$ cat src/sca_defs.svh
`ifndef SCA_DEFS_SVH
`define SCA_DEFS_SVH

// Command codes
`define SCA_CMD_WR_CHAL     8'h0c
`define SCA_CMD_MAC_ANON    8'h36
`define SCA_CMD_MAC_ID      8'h35
`define SCA_CMD_FETCH_ID    8'h39
`define SCA_CMD_FETCH_MAC   8'h3a
`define SCA_CMD_CLR_SECRET  8'h5a
`define SCA_CMD_NEXT_ANON   8'h30
`define SCA_CMD_NEXT_ID     8'h33
`define SCA_CMD_LOCK        8'h60

// Field sizes
`define SCA_CHAL_BYTES      4'h8
`define SCA_ID_LEN          8'h40
`define SCA_DIGEST_LEN      8'ha0
`define SCA_SHA_LAST_ROUND  7'h4f

// Reset values of the nonvolatile copies
`define SCA_SECRET_RST      64'h0000_0000_0000_0000
`define SCA_LOCK_RST        1'b0

// EEPROM write time and its cycle count (longest time, rounds down)
`define SCA_CLK_NS          100
`define SCA_T_EEC_US        10000
`define SCA_EEC_CYCLES      ((`SCA_T_EEC_US * 1000) / `SCA_CLK_NS)

// Hash initial values and round constants
`define SCA_H0              32'h6745_2301
`define SCA_H1              32'hefcd_ab89
`define SCA_H2              32'h98ba_dcfe
`define SCA_H3              32'h1032_5476
`define SCA_H4              32'hc3d2_e1f0
`define SCA_K0              32'h5a82_7999
`define SCA_K1              32'h6ed9_eba1
`define SCA_K2              32'h8f1b_bcdc
`define SCA_K3              32'hca62_c1d6

`endif

$ cat src/sca_pkg.sv
package sca_pkg;

	typedef enum logic [1:0] {
		SCA_IDLE = 2'b00,
		SCA_HASH = 2'b01,
		SCA_PROG = 2'b11
	} sca_state_t;

	typedef enum logic {
		SCA_JOB_MAC  = 1'b0,
		SCA_JOB_NEXT = 1'b1
	} sca_job_t;

endpackage

$ cat src/sca_crc8.sv
`include "sca_defs.svh"

module sca_crc8 (
	// Family code and serial number, family in the low byte
	input  wire logic [55:0] data,
	// Resulting check byte
	output logic      [7:0]  crc
);

	always_comb begin
		logic [7:0] r;
		r = 8'h00;
		for (int i = 0; i < 56; i++) begin
			if (r[0] ^ data[i]) begin
				r = (r >> 1) ^ 8'h8c;
			end else begin
				r = r >> 1;
			end
		end
		crc = r;
	end

endmodule

$ cat src/sca_sha1_core.sv
`include "sca_defs.svh"

module sca_sha1_core (
	// Clock and reset
	input  wire logic         clock,
	input  wire logic         rst,
	// Start pulse and message block, first word in the top bits
	input  wire logic         start,
	input  wire logic [511:0] block,
	// Result
	output logic              done,
	output logic      [159:0] digest
);

	logic [31:0]  a_q, b_q, c_q, d_q, e_q;
	logic [31:0]  a_d, b_d, c_d, d_d, e_d;
	logic [31:0]  w_q [16];
	logic [31:0]  w_d [16];
	logic [6:0]   t_q, t_d;
	logic         run_q, run_d;
	logic         done_q, done_d;
	logic [159:0] dig_q, dig_d;

	always_comb begin
		logic [31:0] f;
		logic [31:0] k;
		logic [31:0] tmp;
		logic [31:0] nw;
		f = 32'h0;
		k = 32'h0;
		tmp = 32'h0;
		nw = 32'h0;
		a_d = a_q;
		b_d = b_q;
		c_d = c_q;
		d_d = d_q;
		e_d = e_q;
		w_d = w_q;
		t_d = t_q;
		run_d = run_q;
		done_d = 1'b0;
		dig_d = dig_q;
		if (start) begin
			for (int i = 0; i < 16; i++) begin
				w_d[i] = block[511 - 32 * i -: 32];
			end
			a_d = `SCA_H0;
			b_d = `SCA_H1;
			c_d = `SCA_H2;
			d_d = `SCA_H3;
			e_d = `SCA_H4;
			t_d = 7'h00;
			run_d = 1'b1;
		end else if (run_q) begin
			if (t_q < 7'h14) begin
				f = (b_q & c_q) | (~b_q & d_q);
				k = `SCA_K0;
			end else if (t_q < 7'h28) begin
				f = b_q ^ c_q ^ d_q;
				k = `SCA_K1;
			end else if (t_q < 7'h3c) begin
				f = (b_q & c_q) | (b_q & d_q) | (c_q & d_q);
				k = `SCA_K2;
			end else begin
				f = b_q ^ c_q ^ d_q;
				k = `SCA_K3;
			end
			tmp = {a_q[26:0], a_q[31:27]} + f + e_q + k + w_q[0];
			nw = w_q[13] ^ w_q[8] ^ w_q[2] ^ w_q[0];
			for (int i = 0; i < 15; i++) begin
				w_d[i] = w_q[i + 1];
			end
			w_d[15] = {nw[30:0], nw[31]};
			e_d = d_q;
			d_d = c_q;
			c_d = {b_q[1:0], b_q[31:2]};
			b_d = a_q;
			a_d = tmp;
			t_d = t_q + 7'h01;
			if (t_q == `SCA_SHA_LAST_ROUND) begin
				run_d = 1'b0;
				done_d = 1'b1;
				dig_d = {`SCA_H0 + tmp, `SCA_H1 + a_q,
					`SCA_H2 + {b_q[1:0], b_q[31:2]},
					`SCA_H3 + c_q, `SCA_H4 + d_q};
			end
		end
	end

	always_ff @(posedge clock or posedge rst) begin
		if (rst) begin
			a_q <= 32'h0;
			b_q <= 32'h0;
			c_q <= 32'h0;
			d_q <= 32'h0;
			e_q <= 32'h0;
			for (int i = 0; i < 16; i++) begin
				w_q[i] <= 32'h0;
			end
			t_q <= 7'h00;
			run_q <= 1'b0;
			done_q <= 1'b0;
			dig_q <= 160'h0;
		end else begin
			a_q <= a_d;
			b_q <= b_d;
			c_q <= c_d;
			d_q <= d_d;
			e_q <= e_d;
			w_q <= w_d;
			t_q <= t_d;
			run_q <= run_d;
			done_q <= done_d;
			dig_q <= dig_d;
		end
	end

	assign done = done_q;
	assign digest = dig_q;

endmodule

$ cat src/sca_auth.sv
// Contract
// Hold 64-bit identifier: family, serial, check byte
// Hash 512-bit block: secret, challenge, constants
// Identifier variants replace 64 constant bits
// Secret itself never leaves the device
// Digest streams out 160 bits, LSB first
// Command 0Ch loads 64-bit challenge, bytes follow
// Over eight challenge bytes: value undefined
// Host reloads challenge before each computation
// Command 36h hashes with all-ones identifier
// Command 35h hashes with own identifier
// Digest finishes within hash time after command
// Single-wire host clocks digest out after hash
// Two-wire command 39h returns identifier
// Two-wire 3Ah returns last digest
// Command 5Ah clears secret, writes EEPROM
// Command 30h makes new secret, ones identifier
// Command 33h makes new secret with identifier
// Host waits hash then write time after
// Command 60h sets lock; lock freezes secret
// Host waits write time after lock
// Check byte: zeroed register, LSB first feed
// New secret is low digest bits; busy ignores
// Constant block data is a design parameter
`include "sca_defs.svh"

module sca_auth
	import sca_pkg::*;
#(
	parameter logic [7:0]   FAMILY_CODE = 8'h5e,
	parameter logic [47:0]  SERIAL_NUM  = 48'h0000_0000_0001,
	parameter logic [319:0] CONST_DATA  = {10{32'h5a5a_a5a5}},
	parameter bit           TWO_WIRE    = 1'b0,
	parameter int           EEC_CYCLES  = `SCA_EEC_CYCLES
) (
	// Clock and reset
	input  wire logic       clock,
	input  wire logic       rst,
	// Command byte from the link
	input  wire logic       cmd_valid,
	input  wire logic [7:0] cmd_code,
	// Argument bytes from the link
	input  wire logic       wr_valid,
	input  wire logic [7:0] wr_byte,
	// Serial answer to the link
	input  wire logic       rd_take,
	output logic            rd_valid,
	output logic            rd_bit,
	// Status
	output logic            busy,
	output logic            locked
);

	localparam int EW = $clog2(EEC_CYCLES + 1);
	localparam logic [EW-1:0] EEC_LAST = EW'(EEC_CYCLES - 1);

	// Identifier: family low, serial, check byte high
	logic [7:0]   id_crc;
	logic [63:0]  dev_id;

	sca_crc8 u_crc (
		.data ({SERIAL_NUM, FAMILY_CODE}),
		.crc  (id_crc)
	);

	assign dev_id = {id_crc, SERIAL_NUM, FAMILY_CODE};

	sca_state_t   state_q, state_d;
	sca_job_t     job_q, job_d;
	logic         with_id_q, with_id_d;
	logic         start_q, start_d;
	logic [63:0]  chal_q, chal_d;
	logic [3:0]   chal_cnt_q, chal_cnt_d;
	logic         chal_on_q, chal_on_d;
	logic [63:0]  secret_q, secret_d;
	logic         lock_q, lock_d;
	logic [63:0]  pend_secret_q, pend_secret_d;
	logic         pend_lock_q, pend_lock_d;
	logic [EW-1:0] eec_cnt_q, eec_cnt_d;
	logic [159:0] digest_q, digest_d;
	logic [159:0] sh_q, sh_d;
	logic [7:0]   left_q, left_d;
	logic         rd_valid_q, rd_valid_d;
	logic         busy_q, busy_d;

	logic         sha_done;
	logic [159:0] sha_digest;
	logic [511:0] block;

	// Secret, challenge, identifier slot, remaining constants
	assign block = {secret_q, chal_q,
		with_id_q ? dev_id : {64{1'b1}},
		CONST_DATA};

	sca_sha1_core u_sha (
		.clock  (clock),
		.rst    (rst),
		.start  (start_q),
		.block  (block),
		.done   (sha_done),
		.digest (sha_digest)
	);

	function automatic logic is_hash_cmd(input logic [7:0] c);
		return c == `SCA_CMD_MAC_ANON || c == `SCA_CMD_MAC_ID ||
			c == `SCA_CMD_NEXT_ANON || c == `SCA_CMD_NEXT_ID;
	endfunction

	always_comb begin
		state_d = state_q;
		job_d = job_q;
		with_id_d = with_id_q;
		start_d = 1'b0;
		chal_d = chal_q;
		chal_cnt_d = chal_cnt_q;
		chal_on_d = chal_on_q;
		secret_d = secret_q;
		lock_d = lock_q;
		pend_secret_d = pend_secret_q;
		pend_lock_d = pend_lock_q;
		eec_cnt_d = eec_cnt_q;
		digest_d = digest_q;
		sh_d = sh_q;
		left_d = left_q;

		// Shift the answer out one bit per take
		if (rd_take && rd_valid_q) begin
			sh_d = {1'b0, sh_q[159:1]};
			left_d = left_q - 8'h01;
		end

		// Challenge bytes, low byte first; extras dropped
		if (wr_valid && chal_on_q && state_q == SCA_IDLE) begin
			if (chal_cnt_q < `SCA_CHAL_BYTES) begin
				chal_d[chal_cnt_q[2:0] * 8 +: 8] = wr_byte;
				chal_cnt_d = chal_cnt_q + 4'h1;
			end
		end

		unique case (state_q)
			SCA_IDLE: begin
				if (cmd_valid) begin
					chal_on_d = 1'b0;
					left_d = 8'h00;
					if (cmd_code == `SCA_CMD_WR_CHAL) begin
						chal_on_d = 1'b1;
						chal_cnt_d = 4'h0;
					end else if (is_hash_cmd(cmd_code)) begin
						with_id_d = cmd_code == `SCA_CMD_MAC_ID ||
							cmd_code == `SCA_CMD_NEXT_ID;
						if (cmd_code == `SCA_CMD_MAC_ANON ||
							cmd_code == `SCA_CMD_MAC_ID) begin
							job_d = SCA_JOB_MAC;
							start_d = 1'b1;
							state_d = SCA_HASH;
						end else if (!lock_q) begin
							job_d = SCA_JOB_NEXT;
							start_d = 1'b1;
							state_d = SCA_HASH;
						end
					end else if (cmd_code == `SCA_CMD_CLR_SECRET) begin
						if (!lock_q) begin
							pend_secret_d = 64'h0;
							pend_lock_d = lock_q;
							eec_cnt_d = '0;
							state_d = SCA_PROG;
						end
					end else if (cmd_code == `SCA_CMD_LOCK) begin
						pend_secret_d = secret_q;
						pend_lock_d = 1'b1;
						eec_cnt_d = '0;
						state_d = SCA_PROG;
					end else if (TWO_WIRE &&
						cmd_code == `SCA_CMD_FETCH_ID) begin
						sh_d = {96'h0, dev_id};
						left_d = `SCA_ID_LEN;
					end else if (TWO_WIRE &&
						cmd_code == `SCA_CMD_FETCH_MAC) begin
						sh_d = digest_q;
						left_d = `SCA_DIGEST_LEN;
					end
				end
			end
			SCA_HASH: begin
				if (sha_done) begin
					if (job_q == SCA_JOB_MAC) begin
						digest_d = sha_digest;
						state_d = SCA_IDLE;
						if (!TWO_WIRE) begin
							// Only the digest is ever loaded here
							sh_d = sha_digest;
							left_d = `SCA_DIGEST_LEN;
						end
					end else begin
						pend_secret_d = sha_digest[63:0];
						pend_lock_d = lock_q;
						eec_cnt_d = '0;
						state_d = SCA_PROG;
					end
				end
			end
			SCA_PROG: begin
				if (eec_cnt_q == EEC_LAST) begin
					secret_d = pend_secret_q;
					lock_d = pend_lock_q;
					state_d = SCA_IDLE;
				end else begin
					eec_cnt_d = eec_cnt_q + EW'(1);
				end
			end
			default: begin
				state_d = SCA_IDLE;
			end
		endcase

		rd_valid_d = left_d != 8'h00;
		busy_d = state_d != SCA_IDLE;
	end

	always_ff @(posedge clock or posedge rst) begin
		if (rst) begin
			state_q <= SCA_IDLE;
			job_q <= SCA_JOB_MAC;
			with_id_q <= 1'b0;
			start_q <= 1'b0;
			chal_q <= 64'h0;
			chal_cnt_q <= 4'h0;
			chal_on_q <= 1'b0;
			secret_q <= `SCA_SECRET_RST;
			lock_q <= `SCA_LOCK_RST;
			pend_secret_q <= 64'h0;
			pend_lock_q <= 1'b0;
			eec_cnt_q <= '0;
			digest_q <= 160'h0;
			sh_q <= 160'h0;
			left_q <= 8'h00;
			rd_valid_q <= 1'b0;
			busy_q <= 1'b0;
		end else begin
			state_q <= state_d;
			job_q <= job_d;
			with_id_q <= with_id_d;
			start_q <= start_d;
			chal_q <= chal_d;
			chal_cnt_q <= chal_cnt_d;
			chal_on_q <= chal_on_d;
			secret_q <= secret_d;
			lock_q <= lock_d;
			pend_secret_q <= pend_secret_d;
			pend_lock_q <= pend_lock_d;
			eec_cnt_q <= eec_cnt_d;
			digest_q <= digest_d;
			sh_q <= sh_d;
			left_q <= left_d;
			rd_valid_q <= rd_valid_d;
			busy_q <= busy_d;
		end
	end

	assign rd_valid = rd_valid_q;
	assign rd_bit = sh_q[0];
	assign busy = busy_q;
	assign locked = lock_q;

endmodule

$ cat config.mk
export PLATFORM = sky130hd
export DESIGN_NAME = sca_auth
export DESIGN_NICKNAME = d
export VERILOG_FILES = /design/src/sca_pkg.sv /design/src/sca_crc8.sv /design/src/sca_sha1_core.sv /design/src/sca_auth.sv
export VERILOG_INCLUDE_DIRS = /design/src
export SDC_FILE = /design/constraint.sdc
export NUM_CORES = 2
export LEC_CHECK = 0
export BUFFER_PORTS_ARGS = -buffer_cell sky130_fd_sc_hd__buf_2
export CAP_MARGIN = 5
export CORE_MARGIN = 3
export CORE_UTILIZATION = 40
export CTS_BUF_LIST = sky130_fd_sc_hd__clkbuf_16
export CTS_CLUSTER_SIZE = 10
export DETAILED_ROUTE_END_ITERATION = 8
export PLACE_DENSITY = 0.57
export REMOVE_ABC_BUFFERS = 1
export SYNTH_ARGS = -nofsm -noshare
export SYNTH_HDL_FRONTEND = slang
export SYNTH_SLANG_ARGS = --single-unit
export TNS_END_PERCENT = 30
$ cat constraint.sdc
create_clock -name clock -period 85.7 [get_ports clock]
set_input_delay 4.285 -clock clock [delete_from_list [all_inputs] [get_ports clock]]
set_output_delay 4.285 -clock clock [all_outputs]
set_load 0.05 [all_outputs]
==> metrics <==
Yosys top cell by area=dfrtp_1; CTS resizes=0; worst hold path type=reg2reg; # port buffers=24; die area=154,000 um2; Relative slew margins=15.7%; later-pin clock latency in the skew report=0.79 ns; ys flop type=dfrtp_1; Max IR drop VDD=0.0186 mV; largest net degree at the start of global routing=216; count leader, synth=dfrtp_1; vias in the first global route=39,500; post-synthesis sequential area ratio=51.6%; Reg2Reg Depth=24; Max Transition Viols Final=0; Pwr Density=17.9 nW/um2; H-tree Lvls=4; die span in y=393 um; CTS max path bufs=3; Hold Path Sink=u_sha.w_q[434]$_DFFE_PP0P_; share of the synthesized area in the top cell type=51.6%; ranking of synthesized cells by area=dfrtp_1, mux2i_1, nand2_1; initial drt markers=2,777; Total GRT Usage=18.7%; Root Buffer Master=clkbuf_16; actual slew at the worst max-slew pin=1.26 ns; crit path kind=reg2reg; Final setup viols=0; Remaining DRCs=0; CP Capture Type=register; post-synthesis cell area=59,800 um2; asr flop ratio synth=100%; Worst Skew=0.0253 ns; Netlist cell types=93; worst reg2reg path endpoint=u_sha.digest[155]$_DFFE_PP0P_; number of synthesized flops with an enable pin=0; core area=148,000 um2; 1st-pass router iterations=5; crit path time final=7.47 ns; Final TNS setup=0 ns; Max FO, Critical Path=36; Post-synth top cells=dfrtp_1, nand2_1, mux2i_1; clock-pin transition on the worst setup and hold timing paths=0.05 ns; average routed wire per standard cell=18.8 um; Starting Density=40.4%; Setup crit start kind=register; Post-Syn Instances=5,688; final WL=141,000 um; Synth Register Bits=1,232; Leak=29.7 nW; RD Place Congestion=0.839; WP data required=86.32 ns; FF-to-FF Start=u_sha.t_q[2]$_DFFE_PP0P_; clk sinks=1,232; Reg2Reg Setup Slack=78.23 ns; Final #Nets=5,723; die width=393 um; hold_buf cts=0; drt via density=5.22; Final Hold Fails=0; Max-cap violations=0; fraction of layout cells with a size suffix above 1=7.44%; CTS tree=done; Worst Hold Slack=0.467 ns; first-pass GRT wire length=230,000 um; Mean Syn Cell Area=10.5 um2; total power=1.18 mW; hold depth=2; Syn-to-layout area delta=9.63%; initial antenna violation count=4; Congestion Overflow GR=0; top-level port count=25; Hold Crit Start=chal_q[50]$_DFFE_PP0P_; FMAX=134 MHz; arrival time worst endpoint=8.10 ns; Tcrit/Tclk final=8.72%; vias post-DR=39,200; RSZ-0062 raised after global routing=no; CTS buffer count=146; Detailed Place HPWL=92,000 um; setup bufs post-CTS=0; Ys Warns=0; outcome=completed; Core Rows=141; Detail Route Antenna Nets=0
power by group:
part / leakage, nW / total (mW) / switching [mW] / internal (mW)
sequential: 16.4 / 0.590 / 0.00312 / 0.587
clock: 2.10 / 0.558 / 0.243 / 0.315
combinational: 11.1 / 0.0274 / 0.0198 / 0.00754
area by class of cell:
class                      instances  area [um2]
tap                             1930        2410
sequential                      1232       30800
fill                           14000       82600
multi-input combinational       3886       26900
clock buffer                     149        3730
inverter                         191         732
antenna                            1        2.50
timing repair buffer              74         571
clock inverter                    47         409
stage by stage:
step,utilization (%),worst slack (ns),std cells,cell area (um2)
after floorplan,-,46.70,5309,58400
after global placement,41.4,77.83,7313,61400
after detailed placement,41.4,77.79,7313,61400
after CTS,44.2,78.31,7509,65600
after global routing,44.2,77.69,7509,65600
final,44.2,78.23,7510,65600
worst max-delay path: stages (launching register included):
cell and delay (ns):
dfrtp_1 0.46, a41o_1 0.48, or2_2 0.36, buf_4 0.28
nand2_1 0.17, buf_4 0.40, o221ai_1 0.23, fa_1 0.53
inv_1 0.06, fa_1 0.50, inv_1 0.06, fa_1 0.50
inv_1 0.04, ha_1 0.41, nand2_1 0.10, o21ai_0 0.43
mux2i_1 0.23, o311ai_0 0.15, nor3_1 0.60, a21oi_1 0.21
o31ai_4 0.41, a21oi_2 0.13, o2111ai_1 0.26, xor2_1 0.20
o21ai_1 0.07
flip-flops by register name, indices dropped and copies added (netlist names), 64 cells and up:
name,cells
chal_q,64
u_sha.w_q,512
pend_secret_q,64
secret_q,64
sh_q,160
u_sha.digest,160
kinds of logic after synthesis:
| logic type | share of synthesized area, % |
|---|---|
| and+or+nand+nor | 11.3 |
| DFF | 51.6 |
| buffers and inverters | 3.60 |
| adders and majority gates | 5.07 |
| muxes | 15.5 |
| xor gates and xnor gates | 4.20 |
| AOI/OAI and AO/OA | 8.80 |
how the worst max path moves through the flow:
stage | to | startpoint
6_report | u_sha.digest[155]$_DFFE_PP0P_ | u_sha.t_q[2]$_DFFE_PP0P_
3_3_place_gp | start_q$_DFF_PP0_ | rst
2_1_floorplan | busy$_DFF_PP0_ | rst
5_1_grt | u_sha.digest[158]$_DFFE_PP0P_ | u_sha.t_q[2]$_DFFE_PP0P_
3_5_place_dp | start_q$_DFF_PP0_ | rst
4_1_cts | u_sha.digest[155]$_DFFE_PP0P_ | u_sha.t_q[2]$_DFFE_PP0P_
layout by cell type (no fill, tap or decap), types with 14 or more instances in the layout:
cell type | Yosys | layout
fa_1 | 119 | 119
o21ai_1 | 20 | 20
o21ai_0 | 494 | 494
xor2_1 | 67 | 67
o221ai_1 | 17 | 17
dfrtp_1 | 1232 | 1230
nor3_1 | 23 | 23
ha_1 | 52 | 52
nor2_1 | 417 | 415
a211oi_1 | 23 | 23
o211ai_1 | 23 | 23
mux2_2 | 106 | 106
clkbuf_16 | 0 | 149
a21oi_1 | 113 | 113
inv_1 | 190 | 211
xnor2_1 | 208 | 208
mux2i_1 | 805 | 805
buf_2 | 5 | 24
buf_4 | 0 | 44
nand3_1 | 114 | 113
a31oi_1 | 84 | 84
and3_1 | 14 | 14
nand2_1 | 959 | 958
nand4_1 | 15 | 15
nand2b_1 | 16 | 15
routing by layer:
metal	wire length [um]	up-vias	track usage (%)
met3	4850	188	2.95
met4	2590	0	4.45
li1	-	18900	-
met2	65100	512	29.2
met1	68600	19700	27.3
met5	0	-	0
Power figures use the tool's default switching activity.
